File: config.mk
export PLATFORM = sky130hd
export DESIGN_NAME = dmc_ctrl
export DESIGN_NICKNAME = d
export VERILOG_FILES = /design/src/verilog/dmc_ctrl.v /design/src/verilog/dmc_sync.v
export VERILOG_INCLUDE_DIRS = /design/src /design/src/verilog
export SDC_FILE = /design/constraint.sdc
export NUM_CORES = 1
export LEC_CHECK = 0
export ABC_AREA = 1
export BUFFER_PORTS_ARGS = -buffer_cell sky130_fd_sc_hd__buf_4
export CAP_MARGIN = 10
export CORE_MARGIN = 5
export CORE_UTILIZATION = 57
export DETAILED_ROUTE_END_ITERATION = 10
export HOLD_SLACK_MARGIN = 0.12
export PLACE_DENSITY = 0.75
export SETUP_SLACK_MARGIN = 0.05
export SYNTH_ARGS = -nofsm -noshare
export SYNTH_HDL_FRONTEND = slang
export SYNTH_SLANG_ARGS = --single-unit
File: constraint.sdc
create_clock -name i_clk -period 2.5 [get_ports i_clk]
set_input_delay 0.625 -clock i_clk [delete_from_list [all_inputs] [get_ports i_clk]]
set_output_delay 0.625 -clock i_clk [all_outputs]
set_load 0.02 [all_outputs]
File: src/verilog/dmc_defines.vh
// Constants for the 9-bit DRAM module controller.
`ifndef DMC_DEFINES_VH
`define DMC_DEFINES_VH
`define DMC_CLK_NS        4
`define DMC_ADDR_W        18
`define DMC_PIN_ADDR_W    9
`define DMC_ROW_LSB       9
`define DMC_COL_LSB       0
`define DMC_REFRESH_ROWS  256
`define DMC_REF_PERIOD_US 4000
`define DMC_REF_EVERY_NS  15000
`define DMC_REF_EVERY_CYC ((`DMC_REF_EVERY_NS) / (`DMC_CLK_NS))
`define DMC_PWRUP_US      200
`define DMC_PWRUP_CYC     ((`DMC_PWRUP_US * 1000) / (`DMC_CLK_NS))
`define DMC_INIT_CYCLES   8
`define DMC_TRP_NS        120
`define DMC_TRP_CYC       ((`DMC_TRP_NS + `DMC_CLK_NS - 1) / (`DMC_CLK_NS))
`define DMC_TRAS_NS       200
`define DMC_TRAS_CYC      ((`DMC_TRAS_NS + `DMC_CLK_NS - 1) / (`DMC_CLK_NS))
`define DMC_TRCD_NS       30
`define DMC_TRCD_CYC      ((`DMC_TRCD_NS + `DMC_CLK_NS - 1) / (`DMC_CLK_NS))
`define DMC_TCAS_NS       100
`define DMC_TCAS_CYC      ((`DMC_TCAS_NS + `DMC_CLK_NS - 1) / (`DMC_CLK_NS))
`define DMC_TCSR_NS       35
`define DMC_TCSR_CYC      ((`DMC_TCSR_NS + `DMC_CLK_NS - 1) / (`DMC_CLK_NS))
`define DMC_TRSH_NS       100
`define DMC_TRSH_CYC      ((`DMC_TRSH_NS + `DMC_CLK_NS - 1) / (`DMC_CLK_NS))
`define DMC_TSYNC_CYC     2
`define DMC_CNT_W         16
`endif

File: src/verilog/dmc_ctrl.v
// Host controller driving a 262144 x 9 asynchronous DRAM module.
`timescale 1ns/1ps
`include "dmc_defines.vh"
module dmc_ctrl #(
    parameter PWRUP_CYC = `DMC_PWRUP_CYC,
    parameter REF_CYC   = `DMC_REF_EVERY_CYC
) (
    // Clock and reset.
    input  wire        i_clk,
    input  wire        i_nrst,
    // User request port.
    input  wire        i_req,
    input  wire        i_we,
    input  wire [17:0] i_addr,
    input  wire [8:0]  i_wdata,
    output reg         o_busy,
    output reg         o_rvalid,
    output reg  [8:0]  o_rdata,
    output reg         o_ready,
    output reg         o_present,
    // DRAM module pins.
    output reg  [8:0]  o_addr,
    output reg         o_row_strobe_n,
    output reg         o_col_strobe_n,
    output reg         o_parity_col_strobe_n,
    output reg         o_write_enable_n,
    input  wire [7:0]  i_data_io,
    output reg  [7:0]  o_data_io,
    output reg         o_data_io_oe,
    output reg         o_parity_data_in,
    input  wire        i_parity_data_out,
    input  wire        i_presence_detect_n
);
    localparam S_PWRUP = 4'h0;
    localparam S_INIT  = 4'h1;
    localparam S_IDLE  = 4'h2;
    localparam S_ROW   = 4'h3;
    localparam S_COL   = 4'h4;
    localparam S_CASLO = 4'h5;
    localparam S_PRE   = 4'h6;
    localparam S_RFCAS = 4'h7;
    localparam S_RFRAS = 4'h8;
    localparam S_RFPRE = 4'h9;

    reg [3:0]  state_r;
    reg [3:0]  state_nxt;
    reg [15:0] cnt_r;
    reg [15:0] cnt_nxt;
    reg [15:0] ref_cnt_r;
    reg        ref_due_r;
    reg [3:0]  init_cnt_r;
    reg        we_r;
    reg [17:0] addr_r;
    reg [8:0]  wdata_r;
    wire [8:0] rd_sync;
    wire       prd_sync;
    wire       ref_set;

    // Timing loads, kept 32 bits wide here and sliced to the counter width where used.
    localparam [31:0] T_CSR = `DMC_TCSR_CYC;
    localparam [31:0] T_RCD = `DMC_TRCD_CYC + `DMC_TSYNC_CYC;
    localparam [31:0] T_CAS = `DMC_TCAS_CYC + `DMC_TSYNC_CYC;
    localparam [31:0] T_RAS = `DMC_TRAS_CYC;
    localparam [31:0] T_RP  = `DMC_TRP_CYC;

    // A refresh falls due at this edge; ready is withheld then so no request is dropped.
    assign ref_set = (ref_cnt_r >= REF_CYC[15:0] - 16'h0001);

    // Read pins cross two flops; they change asynchronously to our clock.
    dmc_sync #(.W(10)) u_sync (
        .i_clk   (i_clk),
        .i_nrst  (i_nrst),
        .i_async ({i_presence_detect_n, i_parity_data_out, i_data_io}),
        .o_sync  ({prd_sync, rd_sync})
    );

    // Saturating down-count helper used by every timed state.
    function [15:0] dmc_dec;
        input [15:0] v;
        begin
            dmc_dec = (v == 16'h0000) ? 16'h0000 : v - 16'h0001;
        end
    endfunction

    // Refresh interval timer: one internal refresh every 15 us covers 256 rows in 4 ms.
    always @(posedge i_clk) begin
        if (!i_nrst) begin
            ref_cnt_r <= 16'h0000;
            ref_due_r <= 1'b0;
        end else if (ref_set) begin
            ref_cnt_r <= 16'h0000;
            ref_due_r <= 1'b1;
        end else begin
            ref_cnt_r <= ref_cnt_r + 16'h0001;
            if (state_r == S_RFCAS) begin
                ref_due_r <= 1'b0;
            end
        end
    end

    // Next-state logic; refresh has priority over a pending access.
    always @* begin
        state_nxt = state_r;
        cnt_nxt   = dmc_dec(cnt_r);
        case (state_r)
            S_PWRUP: begin
                if (cnt_r == 16'h0000) begin
                    state_nxt = S_RFCAS;
                    cnt_nxt   = T_CSR[15:0];
                end
            end
            S_IDLE: begin
                if (ref_due_r) begin
                    state_nxt = S_RFCAS;
                    cnt_nxt   = T_CSR[15:0];
                end else if (i_req && o_ready) begin
                    state_nxt = S_ROW;
                    cnt_nxt   = T_RCD[15:0];
                end
            end
            S_ROW: begin
                if (cnt_r == 16'h0000) begin
                    state_nxt = S_COL;
                    cnt_nxt   = 16'h0000;
                end
            end
            S_COL: begin
                state_nxt = S_CASLO;
                cnt_nxt   = T_CAS[15:0];
            end
            S_CASLO: begin
                if (cnt_r == 16'h0000) begin
                    state_nxt = S_PRE;
                    cnt_nxt   = T_RP[15:0];
                end
            end
            S_PRE, S_RFPRE: begin
                if (cnt_r == 16'h0000) begin
                    // Refresh waits for precharge, so read data is always taken first.
                    state_nxt = (init_cnt_r < `DMC_INIT_CYCLES) ? S_RFCAS : S_IDLE;
                    cnt_nxt   = T_CSR[15:0];
                end
            end
            S_RFCAS: begin
                if (cnt_r == 16'h0000) begin
                    state_nxt = S_RFRAS;
                    cnt_nxt   = T_RAS[15:0];
                end
            end
            S_RFRAS: begin
                if (cnt_r == 16'h0000) begin
                    state_nxt = S_RFPRE;
                    cnt_nxt   = T_RP[15:0];
                end
            end
            default: begin
                state_nxt = S_IDLE;
                cnt_nxt   = 16'h0000;
            end
        endcase
    end

    // State, counters and captured request.
    always @(posedge i_clk) begin
        if (!i_nrst) begin
            state_r    <= S_PWRUP;
            cnt_r      <= PWRUP_CYC[15:0];
            init_cnt_r <= 4'h0;
            we_r       <= 1'b0;
            addr_r     <= 18'h00000;
            wdata_r    <= 9'h000;
        end else begin
            state_r <= state_nxt;
            cnt_r   <= cnt_nxt;
            // Counts start-up refreshes and stops at eight, so idle is never left for init again.
            if (state_r == S_RFRAS && cnt_r == 16'h0000 &&
                init_cnt_r < `DMC_INIT_CYCLES) begin
                init_cnt_r <= init_cnt_r + 4'h1;
            end
            if (state_r == S_IDLE && o_ready && i_req) begin
                we_r    <= i_we;
                addr_r  <= i_addr;
                wdata_r <= i_wdata;
            end
        end
    end

    // Pin and user outputs, all registered.
    always @(posedge i_clk) begin
        if (!i_nrst) begin
            o_addr                <= 9'h000;
            o_row_strobe_n        <= 1'b1;
            o_col_strobe_n        <= 1'b1;
            o_parity_col_strobe_n <= 1'b1;
            o_write_enable_n      <= 1'b1;
            o_data_io             <= 8'h00;
            o_data_io_oe          <= 1'b0;
            o_parity_data_in      <= 1'b0;
            o_busy                <= 1'b1;
            o_ready               <= 1'b0;
            o_rvalid              <= 1'b0;
            o_rdata               <= 9'h000;
            o_present             <= 1'b0;
        end else begin
            o_present <= ~prd_sync;
            o_rvalid  <= 1'b0;
            o_busy    <= (state_nxt != S_IDLE);
            o_ready   <= (state_nxt == S_IDLE) && !ref_due_r && !ref_set;
            case (state_nxt)
                S_ROW: begin
                    // Row address first, then row strobe after address setup.
                    o_addr         <= (state_r == S_IDLE) ?
                                      i_addr[17:9] : addr_r[17:9];
                    o_row_strobe_n <= (state_r == S_IDLE) ? 1'b1 : 1'b0;
                    o_write_enable_n <= ~we_r;
                    o_data_io        <= wdata_r[7:0];
                    o_parity_data_in <= wdata_r[8];
                    o_data_io_oe     <= we_r;
                end
                S_COL: begin
                    o_addr <= addr_r[8:0];
                end
                S_CASLO: begin
                    // On a write, write enable was already low, so the module stays off the bus.
                    o_col_strobe_n        <= 1'b0;
                    o_parity_col_strobe_n <= 1'b0;
                end
                S_PRE: begin
                    if (state_r == S_CASLO && !we_r) begin
                        o_rvalid <= 1'b1;
                        o_rdata  <= {rd_sync[8], rd_sync[7:0]};
                    end
                    o_row_strobe_n        <= 1'b1;
                    o_col_strobe_n        <= 1'b1;
                    o_parity_col_strobe_n <= 1'b1;
                    o_write_enable_n      <= 1'b1;
                    o_data_io_oe          <= 1'b0;
                end
                S_RFCAS: begin
                    // Column strobes lead the row strobe; pins need no address.
                    o_col_strobe_n        <= 1'b0;
                    o_parity_col_strobe_n <= 1'b0;
                    o_row_strobe_n        <= 1'b1;
                    o_write_enable_n      <= 1'b1;
                    o_data_io_oe          <= 1'b0;
                end
                S_RFRAS: begin
                    o_row_strobe_n <= 1'b0;
                end
                S_RFPRE: begin
                    o_row_strobe_n        <= 1'b1;
                    o_col_strobe_n        <= 1'b1;
                    o_parity_col_strobe_n <= 1'b1;
                end
                default: begin
                    o_row_strobe_n        <= 1'b1;
                    o_col_strobe_n        <= 1'b1;
                    o_parity_col_strobe_n <= 1'b1;
                    o_write_enable_n      <= 1'b1;
                    o_data_io_oe          <= 1'b0;
                end
            endcase
        end
    end
endmodule

File: src/verilog/dmc_sync.v
// Two-flop synchroniser for pins coming from the module.
`timescale 1ns/1ps
module dmc_sync #(
    parameter W = 1
) (
    // Clock and reset.
    input  wire         i_clk,
    input  wire         i_nrst,
    // Asynchronous input and synchronised output.
    input  wire [W-1:0] i_async,
    output wire [W-1:0] o_sync
);
    reg [W-1:0] meta_r;
    reg [W-1:0] sync_r;

    // The first stage feeds only the second stage.
    always @(posedge i_clk) begin
        if (!i_nrst) begin
            meta_r <= {W{1'b0}};
            sync_r <= {W{1'b0}};
        end else begin
            meta_r <= i_async;
            sync_r <= meta_r;
        end
    end

    assign o_sync = sync_r;
endmodule

; After elaboration in Yosys (flattened, before gate mapping)
; Cells that the tools add are included.
[classes]
n_addsub = 3
order_cmp = 2
n_eq_ne = 17
n_mux = 28
bitwise_logic = 3
reduce_logical = 25
[ops]
columns = cell, n
row1 = $mux W16, 7
row2 = $pmux W16 S6, 1
row3 = $eq A4 B3 Y1 const B, 8
row4 = $mux W4, 8
row5 = $pmux W4 S8, 1
row6 = $pmux W9 S2, 1
row7 = $add A16 B1 Y16 const B, 1
row8 = $eq A4 B2 Y1 const B, 4
row9 = $eq A4 B4 Y1 const B, 4
row10 = $ge A16 B12 Y1 const B, 1
row11 = $logic_not A16 Y1, 1
row12 = $sub A16 B1 Y16 const B, 1
row13 = $reduce_or A2 Y1, 5
row14 = $mux W9, 1
row15 = $logic_and A1 B1 Y1, 8
row16 = $pmux W1 S2, 3
row17 = $reduce_or A3 Y1, 2
row18 = $add A4 B1 Y4 const B, 1
row19 = $logic_not A4 Y1, 1
row20 = $lt A4 B4 Y1 const B, 1
row21 = $mux W1, 4
row22 = $ne A4 B2 Y1 const B, 1
row23 = $reduce_and A2 Y1, 2
row24 = $reduce_bool A2 Y1, 2
row25 = 5 further kinds, 9
[word_totals]
register_bits = 124

; Logic depth before layout (Yosys ltp)
; Gate-level depths: netlist of the first run.
[depth]
ltp_word = 7
ltp_mapped = 18
mapped_depth_nobuf = 17

; Cells and area by module
; A second synthesis of the first run with hierarchy kept.
[unflattened]
cells_unflattened = 748
hier_area_um2 = 5555.3
[modules_own_cells]
columns = module, instances, cells_per_inst, area_each_um2, seq_area_each_um2
row1 = dmc_ctrl, 1, 686, 4982.3, 2082.0
row2 = dmc_sync, 1, 62, 573.0, 400.4

; Least setup slack after synthesis of the first run
; Ideal clock, no wire load.
[synth_path]
path_type = reg-to-reg
startpoint = register cnt_r[0]
endpoint = register o_addr[2]
t_arrival_ns = 1.928
t_required_ns = 2.390
setup_slack_ns = 0.463
path_stages_with_launch = 19
n_path_buf = 1
period_less_slack_ns = 2.037
cell_sequence = dfxtp_1 > inv_1 > ha_1 > inv_1 > nor2_1 > nand2_1 > nor2_4 > nand2_2 > nand2_2 > inv_2 > nor2_4 > nand3_4 > nor2_4 > nand2_2 > buf_6 > nand3_1 > nand3_1 > nand2_1 > inv_1
[synth_via]
elab_chain_cells = 5
elab_cells_between_ends = 12
[synth_rtl]
columns = element, line
row1 = from (decl), dmc_ctrl.v:47  ; reg [15:0] cnt_r;
row2 = from (signal assigned), dmc_ctrl.v:167  ; cnt_r <= PWRUP_CYC[15:0];
row3 = from (signal assigned), dmc_ctrl.v:174  ; cnt_r <= cnt_nxt;
row4 = $logic_not A16 Y1 *, -
row5 = "$mux W4, or another cell as far along", dmc_ctrl.v:151  ; if (cnt_r == 16'h0000) begin
row6 = $pmux W4 S8 *, dmc_ctrl.v:105  ; case (state_r)
row7 = $eq A4 B3 Y1 / $eq A4 B2 Y1 (equally long branches), dmc_ctrl.v:209  ; case (state_nxt)
row8 = $pmux W9 S2 / $reduce_bool A2 Y1 (equally long branches), -
row9 = to (signal assigned), dmc_ctrl.v:212  ; o_addr <= (state_r == S_IDLE) ?
row10 = to (signal assigned), dmc_ctrl.v:221  ; o_addr <= addr_r[8:0];
row11 = to (decl), dmc_ctrl.v:22  ; output reg [8:0] o_addr,
; Mark *: on every way between the ends. The rest lies on a longest branch, timed or not.
; A chain may end at the register's enable or synchronous reset.

; Worst setup path after layout of the first run
[layout_path]
startpoint = register state_r[0]
endpoint = register o_rdata[6]
[layout_via]
elab_chain_cells = 5
elab_cells_between_ends = 22
[layout_rtl]
columns = element, line
row1 = from (decl), dmc_ctrl.v:45  ; reg [3:0] state_r;
row2 = from (signal assigned), dmc_ctrl.v:173  ; state_r <= state_nxt;
row3 = "$eq A4 B3 Y1, or another cell as far along", dmc_ctrl.v:105
row4 = $reduce_or A2 Y1 / $mux W4 (equally long branches), "dmc_ctrl.v:105, dmc_ctrl.v:113"
row5 = $pmux W4 S8, dmc_ctrl.v:105
row6 = $eq A4 B3 Y1, dmc_ctrl.v:209
row7 = $reduce_and A2 Y1 (no source line) *, -
row8 = to (signal assigned), dmc_ctrl.v:231  ; o_rdata <= {rd_sync[8], rd_sync[7:0]};
row9 = to (decl), dmc_ctrl.v:18  ; output reg [8:0] o_rdata,
; Marked as above.

==> results.cfg, run 1 <==
[timing]
hold_viol_final = 0
rsz0062_at_grt = false
fmax_mhz = 434
slew_viol_final = 0
fin_crit_sh = 0.921
worst_slack_ns = 0.198
finClkSkew_ns = 0.00561
setup_violations = 0
finalSetupTns_ns = 0
period_needed_ns = 2.30

[critical_path]
reg2reg_from = state_r[0]
crit_start = state_r[0]
cp.required_ns = 2.96
arrival_ns = 2.77
criticalPathCategory = reg2reg
startpoint_type = flip-flop
cp_max_fo = 7
end_kind = flip-flop

[placement]
dp_cells = 918
io_buffers = 76
placed_area_mm2 = 0.00602
place.gp.congestion = 0.914
dp_slack_ns = 0.118
hpwl_mm = 8.66

[cells_and_area]
nets = 878
diodes = 0
areaGrowthSynthToFinish_pct = 24.9
design_area_mm2 = 0.00670
register_area_mm2 = 0.00248
drive_gt1_frac = 0.187
n_fill_cell = 758
fin_util = 0.728
multiInputGateArea_mm2 = 0.00247
stdcell_count = 955

[detailed_routing]
ant_nets = 0
drt-pass1-iter-count = 5
vias = 4878
detail_route.wl_per_cell_um = 13.4
drt_wl_total_mm = 12.8
via_per_inst = 5.11
remaining_drc_errors = 0
drt_iter0_markers = 254

[yosys]
ys_warn_count = 0
synth_top_area_frac = 0.463
syn_avg_cell_area_um2 = 7.17
synth.area.top_cells = dfxtp_1, nand2_1, nand3_1, nor2_1, inv_1
synth_area_mm2 = 0.00536
synth-async-reset-ratio = 0
synth_compound_area_frac = 0.0714
synthSimpleGateAreaFrac = 0.333
muxShareOfSynthArea = 0
synth_top_family_by_area = simple AND/OR/NAND/NOR gates
yosysSeqAreaShare = 0.463
postSynthCellCount = 748
synth_edf_count = 0
synthAdderAreaFrac = 0.0140
ys_ff_latch = 124
synth_top_area_cell = dfxtp_1
ys_types = 37
synth_common_cells = nand2_1, dfxtp_1, nor2_1
synth.most_common_cell = nand2_1
synth_xor_xnor_area_share = 0.0261
synth_ff_type = dfxtp_1

[clock_tree]
cts_hold_buffers = 0
clk_pin_slew_ns = 0.06
clock_latency_ns = 0.53
cts_buffers = 17
cts_max_level = 4
clk_path_buf_depth = 2
root_buffer = clkbuf_8
clkSinkCount = 124
cts_tree = built

[floorplan]
core_mm2 = 0.00920
die_w_um = 107
placementRows = 35
die_area_mm2 = 0.0114
start_util = 0.583
die_y_um = 107
io_pins = 77

[power]
pwr_density_cell_mw_per_mm2 = 1150
p_leak_nw = 3.21
ir_drop_mv = 0.596

[hold_path]
hold_class = in2reg
hold_start = i_data_io[6]

[global_route]
globalRouteTotalUtil = 0.223
grt_max_degree = 46
grt_antenna_before_repair = 0
overflow = 0
grt_pass1_wl_mm = 20.5
grt_pass1_vias = 4557

[run_status]
status = finished, final reports clean

[run]
drv_cap = 0
-- path summary, 6_finish.rpt --
kind | to | slack [ns] | cells past startpoint
setup / recovery | o_rdata[6] | 0.20 | 12
hold reg to reg | o_present | 0.40 | 1
hold / removal | u_sync.meta_r[6] | 0.27 | 3
setup reg to reg | o_rdata[6] | 0.20 | 12
-- through the flow --
stage | hold slack (ns) | power [W]
6_report | 0.271 | 0.00767
2_1_floorplan | 0.368 | 0.00436
3_5_place_dp | 0.383 | 0.00505
3_3_place_gp | 0.380 | 0.00499
4_1_cts | 0.260 | 0.00744
5_1_grt | 0.257 | 0.00812
-- layout make-up --
cell class                 count  share of cell area
clock buffer                  19              0.0660
clock inverter                13              0.0211
inverter                      94              0.0527
multi-input combinational    505               0.368
sequential                   124               0.371
tap                          111              0.0207
timing repair buffer          89               0.100
-- where the power goes --
part / switching (W) / total, W / internal [W] / leakage [nW]
logic: 0.00192 / 0.00293 / 0.00101 / 1.92
clock network: 0.000909 / 0.00238 / 0.00147 / 0.280
registers: 0.000166 / 0.00236 / 0.00219 / 1.01
-- state kept, by name, indices dropped and copies added, names as in the netlist, 4 cells and up --
name and cells:
wdata_r 9, ref_cnt_r 16, init_cnt_r 4, o_rdata 9
o_data_io 8, o_addr 9, addr_r 18, cnt_r 16
u_sync.o_sync 10, state_r 4, u_sync.meta_r 10
-- layer usage --
metal | up-vias | wire length (um) | global-route usage
met5 | - | 0 | 0
met1 | 2213 | 5560 | 0.270
met4 | 0 | 163 | 0.0703
met2 | 138 | 6280 | 0.375
met3 | 14 | 832 | 0.0710
li1 | 2513 | - | -
-- worst max-delay path, cell delays in order (launching register included) --
cell,delay [ns]
dfxtp_1,0.50
nor2_1,0.12
nand3_1,0.19
inv_1,0.09
nand3_1,0.17
nand2_1,0.08
nor2_1,0.19
nand3_4,0.18
nor2_4,0.29
nand3_2,0.19
nand2_1,0.10
nand2_1,0.05
nor2_1,0.10
-- cell families (layout without fill, tap and decap cells) --
kind of cell             after synthesis  after routing
XOR/XNOR                              16             16
buffers and inverters                124            215
AO/OA/AOI/OAI                         71             71
flip-flops                           124            124
other                                  1              4
adder cells (fa/ha/maj)                6              6
AND/OR/NAND/NOR                      406            408
-- layout by cell type (no fill, tap or decap), types with 2 or more instances in the layout --
| cell type | Yosys | final |
|---|---|---|
| clkinvlp_4 | 0 | 3 |
| inv_1 | 90 | 88 |
| clkbuf_8 | 0 | 3 |
| a21oi_1 | 44 | 44 |
| nand2_1 | 188 | 186 |
| inv_2 | 3 | 6 |
| clkinv_2 | 0 | 3 |
| xor2_1 | 12 | 12 |
| clkinv_4 | 0 | 4 |
| clkbuf_16 | 0 | 16 |
| nand3_2 | 1 | 2 |
| ha_1 | 6 | 6 |
| o21a_1 | 2 | 2 |
| xnor2_1 | 4 | 4 |
| and3_1 | 2 | 2 |
| nor3_1 | 9 | 9 |
| dfxtp_1 | 124 | 124 |
| nand4_1 | 4 | 4 |
| nand2_2 | 7 | 8 |
| nor3b_1 | 3 | 3 |
| nor2_2 | 9 | 8 |
| nor2_4 | 5 | 7 |
| o21ai_0 | 17 | 17 |
| nand3_1 | 83 | 82 |
| nor2_1 | 91 | 90 |
| buf_4 | 3 | 88 |
| conb_1 | 1 | 4 |
| a41oi_1 | 2 | 2 |
| nand3_4 | 2 | 4 |
| bufinv_16 | 0 | 2 |
-- timing repair --
item,4_1_cts,5_1_grt
gates resized for setup,0,14
setup endpoints to repair,0,23
setup buffers,0,3
Note: power is estimated with default switching activity, not from simulation.
==> run 2: changes to the inputs <==
--- a/config.mk
+++ b/config.mk
@@ -13,6 +13,7 @@
 export CORE_UTILIZATION = 57
 export DETAILED_ROUTE_END_ITERATION = 10
 export HOLD_SLACK_MARGIN = 0.12
+export MAX_ROUTING_LAYER = met4
 export PLACE_DENSITY = 0.75
 export SETUP_SLACK_MARGIN = 0.05
 export SYNTH_ARGS = -nofsm -noshare
==> results.cfg, run 2 (synthesized netlist as in run 1, its figures left out) <==
[power]
p_leak_nw = 3.23
p_sw_w = 0.00300
intPower_w = 0.00475
pwr_density_cell_mw_per_mm2 = 1160
p_clk_frac = 0.317
p_comb_frac = 0.378
p_seq_frac = 0.304
p_total_w = 0.00775
ir_drop_mv = 0.600
switching_share = 0.387

[global_route]
globalRouteTotalUtil = 0.234
grt_pass1_vias = 4688
grt_pass1_wl_mm = 21.1
overflow = 0
grt_max_degree = 47
grt_antenna_before_repair = 0

[detailed_routing]
wl_met1_mm = 5.77
remaining_drc_errors = 0
wl_met3_um = 702
drt-pass1-iter-count = 5
drt_iter0_markers = 250
ant_nets = 0
via_per_inst = 5.19
met2_length_mm = 6.38
drt_wl_total_mm = 13.0
top_layer = met4
vias = 4953
detail_route.wl_per_cell_um = 13.6

[cells_and_area]
top_regs = addr_r x18, cnt_r x16, ref_cnt_r x16
drive_gt1_frac = 0.187
diodes = 0
areaGrowthSynthToFinish_pct = 25.0
max_flop_register = addr_r
nets = 878
stdcell_count = 955
layout_commonest_cell = nand2_1
largest_reg_flops = 18
register_area_mm2 = 0.00248
multiInputGateArea_mm2 = 0.00245
final_cell_mix = nand2_1, dfxtp_1, nor2_1, buf_4, inv_1
fin_util = 0.729
n_fill_cell = 770

[hold_path]
hold_class = in2reg

[timing]
hold_viol_final = 0
setup_violations = 0
fin_crit_sh = 0.927
hold_ws_ns = 0.288
slew_viol_final = 0
fmax_mhz = 432
finClkSkew_ns = 0.00960
period_needed_ns = 2.32
rsz0062_at_grt = true

[critical_path]
startpoint_type = flip-flop
end_kind = flip-flop
cp.required_ns = 2.88
arrival_ns = 2.69
criticalPathCategory = reg2reg
cp_max_fo = 7

[clock_tree]
clk_pin_slew_ns = 0.06
root_buffer = clkbuf_8
clkSinkCount = 124
cts_max_level = 4
cts_buffers = 17
clock_latency_ns = 0.52
cts_tree = built
cts_hold_buffers = 0
clk_path_buf_depth = 2

[floorplan]
start_util = 0.583
io_pins = 77
placementRows = 35
die_y_um = 107
core_mm2 = 0.00920
die_w_um = 107
die_area_mm2 = 0.0114

[placement]
io_buffers = 76
hpwl_mm = 8.72
place.gp.congestion = 0.951
dp_cells = 918

[run]
drv_cap = 0

[run_status]
status = finished, final reports clean
## run 2: worst max-delay path, stage by stage (launching register included)
cell	delay [ns]
dfxtp_1	0.30
inv_2	0.09
ha_2	0.20
inv_1	0.04
nor2_1	0.12
nand2_1	0.10
nor2_4	0.14
nand2_2	0.10
nand2_2	0.11
nand3_2	0.10
a21oi_4	0.23
clkinvlp_4	0.22
buf_6	0.18
nand3_1	0.09
nand2_1	0.06
inv_1	0.05
a21oi_1	0.06
## run 2: final cells by class
type                       count  share of cell area
clock buffer                  19              0.0644
clock inverter                13              0.0246
inverter                      94              0.0532
multi-input combinational    504               0.365
sequential                   124               0.370
tap                          111              0.0207
timing repair buffer          90               0.101
## run 2: timing repair
item	in CTS	in global routing
endpoints found under the setup margin	0	28
setup buffers	0	4
gates resized for setup	0	13
## run 2: metal layers
layer	vias to the layer above	global-route usage
met5	-	-
met4	0	0.0767
met3	14	0.0548
met2	114	0.382
met1	2317	0.286
li1	2508	-
## run 2: power groups by stage
stage / logic (W) / clock network [W] / registers, W
6_report: 0.00293 / 0.00246 / 0.00236
5_1_grt: 0.00325 / 0.00259 / 0.00238
4_1_cts: 0.00268 / 0.00249 / 0.00236
3_5_place_dp: 0.00266 / 0 / 0.00240
3_3_place_gp: 0.00261 / 0 / 0.00239
2_1_floorplan: 0.00190 / 0 / 0.00245
## run 2: final timing paths
kind | from | to | slack (ns) | cells after the start
worst max-delay path | cnt_r[0] | o_addr[8] | 0.18 | 16
worst min register to register | u_sync.o_sync[9] | o_present | 0.38 | 1
worst min-delay path | i_data_io[5] | u_sync.meta_r[5] | 0.29 | 3
worst max register to register | cnt_r[0] | o_addr[8] | 0.18 | 16
## run 2: metrics by stage
stage / setup TNS, ns / setup slack, ns / instance area, um2
detailed placement: 0 / 0.104 / 6020
global route: -0.00720 / -0.00720 / 6700
floorplan: 0 / 0.463 / 5370
global placement: 0 / 0.256 / 6020
CTS: 0 / 0.0852 / 6610
finish: 0 / 0.184 / 6700
